<file path="src/rtl/bwu_pkg.sv">
// Purpose: Shared constants of the bridge window upper register bank
// Assumes: Register offsets are byte addresses on a 32-bit word port
// Notes:   Field positions and fixed read values are defined here; the assertions and the bench repeat them as literals
package bwu_pkg;

	localparam logic [7:0]  BWU_OFF_PF_TOP_LOW  = 8'h24;
	localparam logic [7:0]  BWU_OFF_PF_BOT_HIGH = 8'h28;
	localparam logic [7:0]  BWU_OFF_PF_TOP_HIGH = 8'h2c;
	localparam logic [7:0]  BWU_OFF_IO_HIGH     = 8'h30;
	localparam logic [7:0]  BWU_OFF_CAP_PTR     = 8'h34;
	localparam logic [7:0]  BWU_OFF_INT_PIN     = 8'h3c;

	localparam int          BWU_PF_LIM_LSB      = 20;
	localparam int          BWU_PF_LIM_W        = 12;
	localparam int          BWU_PF_CAP_LSB      = 16;
	localparam int          BWU_IO_TOP_LSB      = 16;
	localparam int          BWU_INT_PIN_LSB     = 8;

	localparam logic [3:0]  BWU_PF_ADDR_CAP     = 4'h1;
	localparam logic [7:0]  BWU_CAP_PTR_VAL     = 8'hdc;
	localparam logic [7:0]  BWU_INT_PIN_VAL     = 8'h00;
	localparam logic [19:0] BWU_LOW_ONES        = 20'hfffff;
	localparam logic [19:0] BWU_LOW_ZERO        = 20'h00000;

	localparam logic [11:0] BWU_RST_PF_TOP_LOW  = 12'h000;
	localparam logic [31:0] BWU_RST_WORD        = 32'h00000000;
	localparam logic [15:0] BWU_RST_IO_HALF     = 16'h0000;

endpackage

</file>
<file path="src/rtl/bwu_win_if.sv">
// Purpose: Carries window bounds and a probe address to the comparator
// Assumes: One clock domain
// Notes:   Hit and its valid come from flip-flops in the comparator
`timescale 1ns/1ns
`default_nettype none
interface bwu_win_if;
	logic [63:0] base;
	logic [63:0] limit;
	logic [63:0] addr;
	logic        req;
	logic        hit;
	logic        hit_vld;

	modport top (
		output base,
		output limit,
		output addr,
		output req,
		input  hit,
		input  hit_vld
	);
	modport cmp (
		input  base,
		input  limit,
		input  addr,
		input  req,
		output hit,
		output hit_vld
	);
endinterface
`default_nettype wire

</file>
<file path="src/rtl/bwu_rd_mux.sv">
// Purpose: Registered read-back of the window register words
// Assumes: Read strobe is one cycle; data stand the following cycle only
// Notes:   Unmapped offsets and unowned bits read as zero
`timescale 1ns/1ns
`default_nettype none
module bwu_rd_mux
	import bwu_pkg::*;
(
	input  wire logic        clk_sys,
	input  wire logic        sys_rst,
	input  wire logic        rd,
	input  wire logic [7:0]  addr,
	input  wire logic [11:0] pf_top_low,
	input  wire logic [31:0] pf_bot_high,
	input  wire logic [31:0] pf_top_high,
	input  wire logic [15:0] io_bot_high,
	input  wire logic [15:0] io_top_high,
	output logic      [31:0] rdata
);

	logic [31:0] next_rdata;

	always_comb begin
		next_rdata = 32'h00000000;
		if (rd) begin
			case (addr)
				BWU_OFF_PF_TOP_LOW: begin
					next_rdata[BWU_PF_LIM_LSB +: BWU_PF_LIM_W] = pf_top_low;
					next_rdata[BWU_PF_CAP_LSB +: 4] = BWU_PF_ADDR_CAP;
				end
				BWU_OFF_PF_BOT_HIGH: begin
					next_rdata = pf_bot_high;
				end
				BWU_OFF_PF_TOP_HIGH: begin
					next_rdata = pf_top_high;
				end
				BWU_OFF_IO_HIGH: begin
					next_rdata = {io_top_high, io_bot_high};
				end
				BWU_OFF_CAP_PTR: begin
					next_rdata[7:0] = BWU_CAP_PTR_VAL;
				end
				BWU_OFF_INT_PIN: begin
					next_rdata[BWU_INT_PIN_LSB +: 8] = BWU_INT_PIN_VAL;
				end
				default: begin
					next_rdata = 32'h00000000;
				end
			endcase
		end
	end

	always_ff @(posedge clk_sys) begin
		if (sys_rst) begin
			rdata <= 32'h00000000;
		end else begin
			rdata <= next_rdata;
		end
	end

endmodule
`default_nettype wire

</file>
<file path="src/rtl/bwu_top.sv">
// Purpose: Upper window registers of a two-port bridge and prefetch decode
// Assumes: Full-word writes; the prefetch base [31:20] comes from outside
// Notes:   Bounds are re-registered before decode, adding one cycle
`timescale 1ns/1ns
`default_nettype none
module bwu_top
	import bwu_pkg::*;
(
	input  wire logic        clk_sys,
	input  wire logic        sys_rst,
	input  wire logic [7:0]  reg_addr,
	input  wire logic [31:0] reg_wdata,
	input  wire logic        reg_wr,
	input  wire logic        reg_rd,
	output logic      [31:0] reg_rdata,
	input  wire logic [11:0] pf_base_low,
	input  wire logic [63:0] mem_addr,
	input  wire logic        mem_addr_valid,
	output logic             pf_hit,
	output logic             pf_hit_valid,
	output logic      [63:0] pf_base_full,
	output logic      [63:0] pf_limit_full,
	output logic      [15:0] io_bottom_high,
	output logic      [15:0] io_top_high
);

	logic [11:0] pf_top_low;
	logic [31:0] pf_bot_high;
	logic [31:0] pf_top_high;
	logic        wr_top_low;
	logic        wr_bot_high;
	logic        wr_top_high;
	logic        wr_io;

	bwu_win_if win ();

	assign wr_top_low  = reg_wr && (reg_addr == BWU_OFF_PF_TOP_LOW);
	assign wr_bot_high = reg_wr && (reg_addr == BWU_OFF_PF_BOT_HIGH);
	assign wr_top_high = reg_wr && (reg_addr == BWU_OFF_PF_TOP_HIGH);
	assign wr_io       = reg_wr && (reg_addr == BWU_OFF_IO_HIGH);

	// Only bits 31:20 are stored; the capability nibble is a constant
	always_ff @(posedge clk_sys) begin
		if (sys_rst) begin
			pf_top_low <= BWU_RST_PF_TOP_LOW;
		end else if (wr_top_low) begin
			pf_top_low <= reg_wdata[BWU_PF_LIM_LSB +: BWU_PF_LIM_W];
		end
	end

	always_ff @(posedge clk_sys) begin
		if (sys_rst) begin
			pf_bot_high <= BWU_RST_WORD;
		end else if (wr_bot_high) begin
			pf_bot_high <= reg_wdata;
		end
	end

	always_ff @(posedge clk_sys) begin
		if (sys_rst) begin
			pf_top_high <= BWU_RST_WORD;
		end else if (wr_top_high) begin
			pf_top_high <= reg_wdata;
		end
	end

	always_ff @(posedge clk_sys) begin
		if (sys_rst) begin
			io_bottom_high <= BWU_RST_IO_HALF;
			io_top_high    <= BWU_RST_IO_HALF;
		end else if (wr_io) begin
			io_bottom_high <= reg_wdata[15:0];
			io_top_high    <= reg_wdata[BWU_IO_TOP_LSB +: 16];
		end
	end

	// Extra register stage keeps the 64-bit compare off the bus path
	always_ff @(posedge clk_sys) begin
		if (sys_rst) begin
			pf_limit_full <= {BWU_RST_WORD, BWU_RST_PF_TOP_LOW, BWU_LOW_ONES};
		end else begin
			pf_limit_full <= {pf_top_high, pf_top_low, BWU_LOW_ONES};
		end
	end

	always_ff @(posedge clk_sys) begin
		if (sys_rst) begin
			pf_base_full <= {BWU_RST_WORD, BWU_RST_PF_TOP_LOW, BWU_LOW_ZERO};
		end else begin
			pf_base_full <= {pf_bot_high, pf_base_low, BWU_LOW_ZERO};
		end
	end

	assign win.base  = pf_base_full;
	assign win.limit = pf_limit_full;
	assign win.addr  = mem_addr;
	assign win.req   = mem_addr_valid;
	assign pf_hit       = win.hit;
	assign pf_hit_valid = win.hit_vld;

	bwu_window_cmp u_cmp (
		.clk_sys (clk_sys),
		.sys_rst (sys_rst),
		.win     (win)
	);

	bwu_rd_mux u_rd (
		.clk_sys     (clk_sys),
		.sys_rst     (sys_rst),
		.rd          (reg_rd),
		.addr        (reg_addr),
		.pf_top_low  (pf_top_low),
		.pf_bot_high (pf_bot_high),
		.pf_top_high (pf_top_high),
		.io_bot_high (io_bottom_high),
		.io_top_high (io_top_high),
		.rdata       (reg_rdata)
	);
endmodule
`default_nettype wire

</file>
<file path="src/rtl/bwu_window_cmp.sv">
// Purpose: Registered 64-bit inclusive range check of a probe address
// Assumes: Bounds are already assembled to full 64-bit addresses
// Notes:   Answer one cycle after the probe
`timescale 1ns/1ns
`default_nettype none
module bwu_window_cmp
	import bwu_pkg::*;
(
	input  wire logic clk_sys,
	input  wire logic sys_rst,
	bwu_win_if.cmp    win
);

	// Both ends inclusive; a limit below the base matches nothing
	always_ff @(posedge clk_sys) begin
		if (sys_rst) begin
			win.hit <= 1'b0;
		end else if (win.req) begin
			win.hit <= (win.addr >= win.base) && (win.addr <= win.limit);
		end
	end

	always_ff @(posedge clk_sys) begin
		if (sys_rst) begin
			win.hit_vld <= 1'b0;
		end else begin
			win.hit_vld <= win.req;
		end
	end

endmodule
`default_nettype wire

</file>
<file path="config.mk">
export PLATFORM = sky130hd
export DESIGN_NAME = bwu_top
export DESIGN_NICKNAME = d
export VERILOG_FILES = /design/src/rtl/bwu_pkg.sv /design/src/rtl/bwu_win_if.sv /design/src/rtl/bwu_rd_mux.sv /design/src/rtl/bwu_top.sv /design/src/rtl/bwu_window_cmp.sv
export SDC_FILE = /design/constraint.sdc
export NUM_CORES = 1
export LEC_CHECK = 0
export ABC_AREA = 1
export BUFFER_PORTS_ARGS = -buffer_cell sky130_fd_sc_hd__clkbuf_2
export CORE_MARGIN = 1.5
export CORE_UTILIZATION = 50
export DETAILED_ROUTE_END_ITERATION = 6
export GPL_TIMING_DRIVEN = 0
export PLACE_DENSITY = 0.8
export SYNTH_ARGS = -nofsm -noshare
export SYNTH_HDL_FRONTEND = slang
export SYNTH_SLANG_ARGS = --single-unit
</file>
<file path="constraint.sdc">
create_clock -name clk_sys -period 1.9 [get_ports clk_sys]
set_clock_uncertainty 0.05 [all_clocks]
set_input_delay 0.095 -clock clk_sys [delete_from_list [all_inputs] [get_ports clk_sys]]
set_output_delay 0.095 -clock clk_sys [all_outputs]
set_load 0.01 [all_outputs]
</file>
==> metrics, run 1 <==
Worst Path Buf+Inv 1; die height 148 µm; crit path max fanout 3; sw frac 23.3%; drt drc 0; Mean Syn Cell Area 7.70 µm²; Max-slew headroom 47.5%; Largest stage delay, worst path 330 ps; CTS clk-pin slew, worst paths 60 ps; Post-Syn Area 10,500 µm²; Hold Crit Depth 7; worst path required time 2290 ps; outcome finished, final reports clean; worst reg-to-reg setup slack 50 ps; Yosys reg bits 230; CTS root buffer clkbuf_16; Longest Clk Path Bufs 3; filler cell count 1,608; Top Ports 315; pre-CTS WS -124 ps; port buffer count 273; crit-path cells inv_2, ha_4, a21oi_1, o21ai_2, nor2_1, nand2_1, nand2_1, nand3_1, nand2_1, nand3_1, a21oi_1; initial core utilization 51.5%; row cnt 52; CTS tree built; Worst setup EP type flip-flop; core area 20,400 µm²; drt total wl 34,600 µm; Worst-Margin Slew 788 ps; max frequency 0.540 GHz; Layout area overhead 31.6%; synth warn 0; final setup violation count 0; Setup WS post-layout 49.5 ps; Post-DP HPWL 25,900 µm; initial antenna violation count 4; antenna viol nets, final 0; hold_ws 27.2 ps; unrepaired setup endpoints after global routing yes; CP startpoint kind flip-flop; vias in the first global route 9,836; WS Path Type reg -> reg; largest net degree at the start of global routing 14; drt first-iter violations 915; sequential cell fraction of total power 46.0%; Hold EP u_cmp.win.hit; Max Transition Viols Final 0; DIE AREA 21,900 µm²; Reg2Reg Depth 11; RR Endpoint u_cmp.win.hit; router iterations before antenna repair 6; Hold Vio Cnt, Final 0; Power Dens Cells 761 nW/µm²; first-pass GRT wire length 51,500 µm; Fin Setup TNS 0 ps; clk_lat worst skew 530 ps; Syn Inst Count 1,368; max_cap viols 0; P_int 8.09 mW; number of synthesized flops with an enable pin 0; worst min path class in -> reg; crit path from pf_limit_full[47]; Crit path max-delay family simple AND/OR/NAND/NOR gates; crit path max-delay cell type dfxtp_2; start of the worst register-to-register path pf_limit_full[47]; routed vias/inst 5.15; leakage 6.33 nW; Post-synth top flop dfxtp_1; worst min-delay path startpoint mem_addr[2]; H-tree lvl count 1; Worst IR Drop VDD 0.594 mV; Avg WL per Cell 16.9 µm; total number of vias 10,548; asr flop ratio synth 0%; Distinct cells, synth 35; post-synthesis sequential area ratio 43.7%; ratio of final minimum period to clock period 97.4%; global route overflow 0; part of the power in the clock network 45.5%; die width 148 µm; number of clock sinks 230; total chip power 10.5 mW; Final min period 1850 ps; Final #Nets 1,965; share of layout cells above drive strength 1 23.8%; crit path DAT 2240 ps; GP Congestion 0.929; CTS Buf Count 24; cell repeated most along the worst path nand2_1; Sw Pwr 2.45 mW; Combinational Power Share 8.5%; GRT Overall Usage 30.3%
-- cells in the mapped netlist (3+ instances only) --
cell type    n  area [µm²]
a21oi_1     94         470
a211oi_1    73         548
nor2_1     223         837
nand3_1     13        65.1
o22ai_1     12        75.1
nand4_1     13        81.3
o21ai_0      8        40.0
a31oi_1      4        25.0
o221ai_1     8        70.1
dfxtp_1    230        4600
nor2_2       3        18.8
ha_1        88        1100
buf_2       14        70.1
a211oi_2     3        37.5
a21o_1       5        37.5
clkbuf_1    28         105
o21ai_1      3        15.0
nand2_1    236         886
buf_6        6        67.6
and2_1       3        18.8
inv_2        3        11.3
buf_4       41         308
nor3_1       3        15.0
a22oi_1      3        22.5
inv_1      236         886
-- sequential cells by signal, summed over array words and instances, names as in the netlist --
signal / flops
pf_limit_full: 44
u_cmp.win.hit_vld: 1
u_cmp.win.hit: 1
pf_top_high: 32
pf_bot_high: 32
u_rd.rdata: 32
pf_top_low: 12
io_bottom_high: 16
io_top_high: 16
pf_base_full: 44
-- layout by cell type, fill, tap and decap left out, drive strengths merged, types with 13 or more instances in the layout --
cell type,Yosys,layout
nand3,13,13
ha,88,88
a21oi,94,94
buf,63,66
dfxtp,230,230
a211oi,76,76
nand4,13,13
nand2,237,237
inv,240,240
clkbuf,28,340
conb,2,40
nor2,226,226
o21ai,13,13
dlygate4sd3,0,48
-- metal layers --
layer,GRT usage [%],vias to the layer above,part of all wire (%)
met3,4.88,135,9.7
met5,0,-,0.046
met2,51.5,631,46
li1,-,5035,-
met4,12.7,2,4.8
met1,38.2,4745,39
-- area by class of cell --
class                           count  area, µm²  share of cell area, %
Antenna cell                        3       7.51                 0.0542
Buffer                             91        558                   4.03
Clock buffer                       39        758                   5.47
Clock inverter                      5       56.3                  0.407
Inverter                          240        903                   6.52
Multi-Input combinational cell    845       4750                   34.3
Sequential cell                   230       4610                   33.3
Tap cell                          270        338                   2.44
Timing Repair Buffer              324       1870                   13.5
-- power groups by stage --
stage | Sequential, mW | Combinational [mW] | Clock (mW)
2_1_floorplan | 4.97 | 0.430 | 0
3_3_place_gp | 4.96 | 0.743 | 0
3_5_place_dp | 4.96 | 0.768 | 0
4_1_cts | 4.85 | 0.856 | 4.83
5_1_grt | 4.85 | 0.989 | 5.02
6_report | 4.85 | 0.892 | 4.80
-- kinds of logic after synthesis --
group,Yosys count,share of synthesized area (%)
simple gates,498,18.6
compound gates,219,13.2
fa+ha+maj,88,10.5
other cells,2,0.0713
flops,230,43.7
buf+inv,331,13.9
-- through the flow --
stage | std cells | utilization, % | area (µm²)
5_1_grt | 2047 | 67.8 | 13900
3_5_place_dp | 1949 | 60.6 | 12400
6_report | 2047 | 67.8 | 13900
4_1_cts | 2041 | 67.0 | 13700
3_3_place_gp | 1949 | 60.6 | 12400
2_1_floorplan | 1406 | - | 10700
-- worst max path at each step --
| stage | end | slack (ps) | cells after the start |
|---|---|---|---|
| detailed placement | pf_base_full[33] | -120 | 4 |
| finish | u_cmp.win.hit | 50 | 11 |
| global placement | u_cmp.win.hit | -20 | 11 |
| CTS | u_cmp.win.hit | 1 | 10 |
| floorplan | u_cmp.win.hit | 300 | 11 |
| global route | u_cmp.win.hit | -80 | 11 |
-- repair_timing --
item | CTS | global route
endpoints found under the setup margin | 1 | 1
pin swaps | 3 | 15
setup buffers | 0 | 3
resized for setup | 5 | 33
hold buffers | 48 | 0
hold endpoints to repair | 123 | 0
-- worst min-delay path: stages --
cell and delay (ps):
clkbuf_2 90, nand4_1 70, nor2_1 50, nand4_1 80, nand2_1 50, nand3_1 60, a21oi_1 50
Power figures use the tool's default switching activity.
==> run 2, diff against run 1 <==
--- a/config.mk
+++ b/config.mk
@@ -7,11 +7,13 @@
 export LEC_CHECK = 0
 export ABC_AREA = 1
 export BUFFER_PORTS_ARGS = -buffer_cell sky130_fd_sc_hd__clkbuf_2
+export CELL_PAD_IN_SITES_DETAIL_PLACEMENT = 0
+export CELL_PAD_IN_SITES_GLOBAL_PLACEMENT = 2
 export CORE_MARGIN = 1.5
-export CORE_UTILIZATION = 50
+export CORE_UTILIZATION = 29
 export DETAILED_ROUTE_END_ITERATION = 6
 export GPL_TIMING_DRIVEN = 0
-export PLACE_DENSITY = 0.8
+export PLACE_DENSITY = 0.83
 export SYNTH_ARGS = -nofsm -noshare
 export SYNTH_HDL_FRONTEND = slang
 export SYNTH_SLANG_ARGS = --single-unit
==> metrics, run 2 (synthesis gave the netlist of run 1 again) <==
initial core utilization 29.5%; commonest non-fill, non-tap cell in the layout clkbuf_2; GRT Overall Usage 20.1%; Crit path max-delay family simple AND/OR/NAND/NOR gates; drt drc 23; ratio of final minimum period to clock period 95.1%; max_cap viols 0; largest net degree at the start of global routing 14; Layout area overhead 37.0%; outcome finished, violations left; leakage 6.43 nW; worst reg-to-reg setup slack 90 ps; router iterations before antenna repair 7; RR Endpoint u_cmp.win.hit; max frequency 0.553 GHz; number of placed cells counting well taps 2,140; start of the worst register-to-register path pf_limit_full[61]; Post-DP HPWL 30,200 µm; Max Transition Viols Final 0; Largest stage delay, worst path 330 ps; H-tree lvl count 1; Power Dens Cells 793 nW/µm²; CTS root buffer clkbuf_16; drt first-iter violations 531; DIE AREA 37,500 µm²; first-pass GRT wire length 57,800 µm; Top Ports 315; failing checks DRC; Max-slew headroom 41.8%; crit path max-delay cell type dfxtp_1; crit-path cells inv_1, ha_4, nand4_1, nor2_4, nand3_4, nor2_4, nand2_1, nand3_1, nand2_1, nand3_1, a21oi_2; post-route cell area 14,400 µm²; Crit. path cell count 11; final setup violation count 0; hold_ws 48.7 ps; antenna viol nets, final 0; die width 194 µm; initial antenna violation count 3; CTS tree built; WS Path Type reg -> reg; CTS clk-pin slew, worst paths 60 ps; Worst setup EP type flip-flop; GP Congestion 0.844; Hold Vio Cnt, Final 0; Hold Crit Depth 6; CTS Buf Count 27; crit path from pf_limit_full[61]; Worst Path Buf+Inv 1; routed vias/inst 4.43; crit path DAT 2140 ps; die height 194 µm; Top Registers pf_base_full: 44 flops, pf_limit_full: 44 flops; worst path required time 2230 ps; clk_lat worst skew 530 ps; global route overflow 0; Avg WL per Cell 17.2 µm; placed cell areas 12,600 µm²; drt total wl 38,600 µm; CP endpoint u_cmp.win.hit; core area 35,700 µm²; Longest Clk Path Bufs 3; share of layout cells above drive strength 1 26.2%; worst min path class in -> reg; total number of vias 9,919; row cnt 69; number of clock sinks 230; crit path max fanout 3; most frequent cells in the layout clkbuf_2 (273), inv_1 (233), nand2_1 (227); vias in the first global route 9,826; final std cells w/o fill 2,241; Final #Nets 1,971; Worst-Margin Slew 873 ps; Final min period 1810 ps; CP startpoint kind flip-flop; unrepaired setup endpoints after global routing yes; Reg2Reg Depth 11; port buffer count 273; Worst IR Drop VDD 0.558 mV
run 2: cell count changes in the layout (fill, tap and decap cells not counted), moves of 7 or more:
cell	before	now
dfxtp_1	223	208
ha_4	6	13
ha_1	82	75
nor2_1	215	208
dfxtp_2	7	22
run 2: final cells by class:
class / instances / area [µm²]
diodes: 3 / 7.51
plain buffers: 91 / 558
clock buffers: 32 / 714
clock inverters: 12 / 243
fillers: 3777 / 21200
inverters: 240 / 903
multi-input cells: 845 / 4900
flip-flops and latches: 230 / 4630
well taps: 461 / 577
repair buffers: 327 / 1890
run 2: power breakdown:
part           internal (mW)  leakage, nW  switching [mW]
logic                  0.396         4.10           0.517
clock network           3.61        0.470            2.07
registers               4.84         1.87          0.0115
total                   8.85         6.43            2.59
run 2: repair_timing:
action / 4_1_cts / 5_1_grt
endpoints found under the hold margin: 128 / 0
buffers inserted: 0 / 6
pin swaps: 6 / 21
endpoints found under the setup margin: 1 / 1
resized for setup: 17 / 63
hold buffers: 48 / 0
run 2: worst min path at each step:
stage                              start                to  slack (ps)
after global placement    pf_base_low[4]  pf_base_full[24]         240
after detailed placement  pf_base_low[3]  pf_base_full[23]         240
final                        reg_addr[0]     u_rd.rdata[4]          50
after CTS                    mem_addr[2]     u_cmp.win.hit          10
after floorplan           pf_base_low[0]  pf_base_full[20]         150
after global routing         reg_addr[0]     u_rd.rdata[4]          70
run 2: metrics by stage:
| step | utilization, % | setup slack, ps | total power, mW | setup TNS, ps |
|---|---|---|---|---|
| after global routing | 40.4 | -13.8 | 11.9 | -13.8 |
| after global placement | 35.4 | -163 | 5.74 | -5380 |
| after floorplan | - | 299 | 5.40 | 0 |
| after CTS | 39.5 | 1.60 | 11.5 | 0 |
| after detailed placement | 35.4 | -186 | 5.75 | -7470 |
| final | 40.4 | 92.3 | 11.4 | 0 |
run 2: per-layer routing:
layer	routed length, µm	track usage, %
met1	17600	26.6
met2	17600	33.6
met3	2430	3.28
met4	962	6.10
met5	0	0
run 2: worst reg2reg max path: cells and delay by family, from the launching register on:
family | cells | cell delay [ps]
buffers and inverters | 1 | 70
AO/OA/AOI/OAI | 1 | 60
AND/OR/NAND/NOR | 8 | 880
adder cells (fa/ha/maj) | 1 | 270
flip-flops | 1 | 330
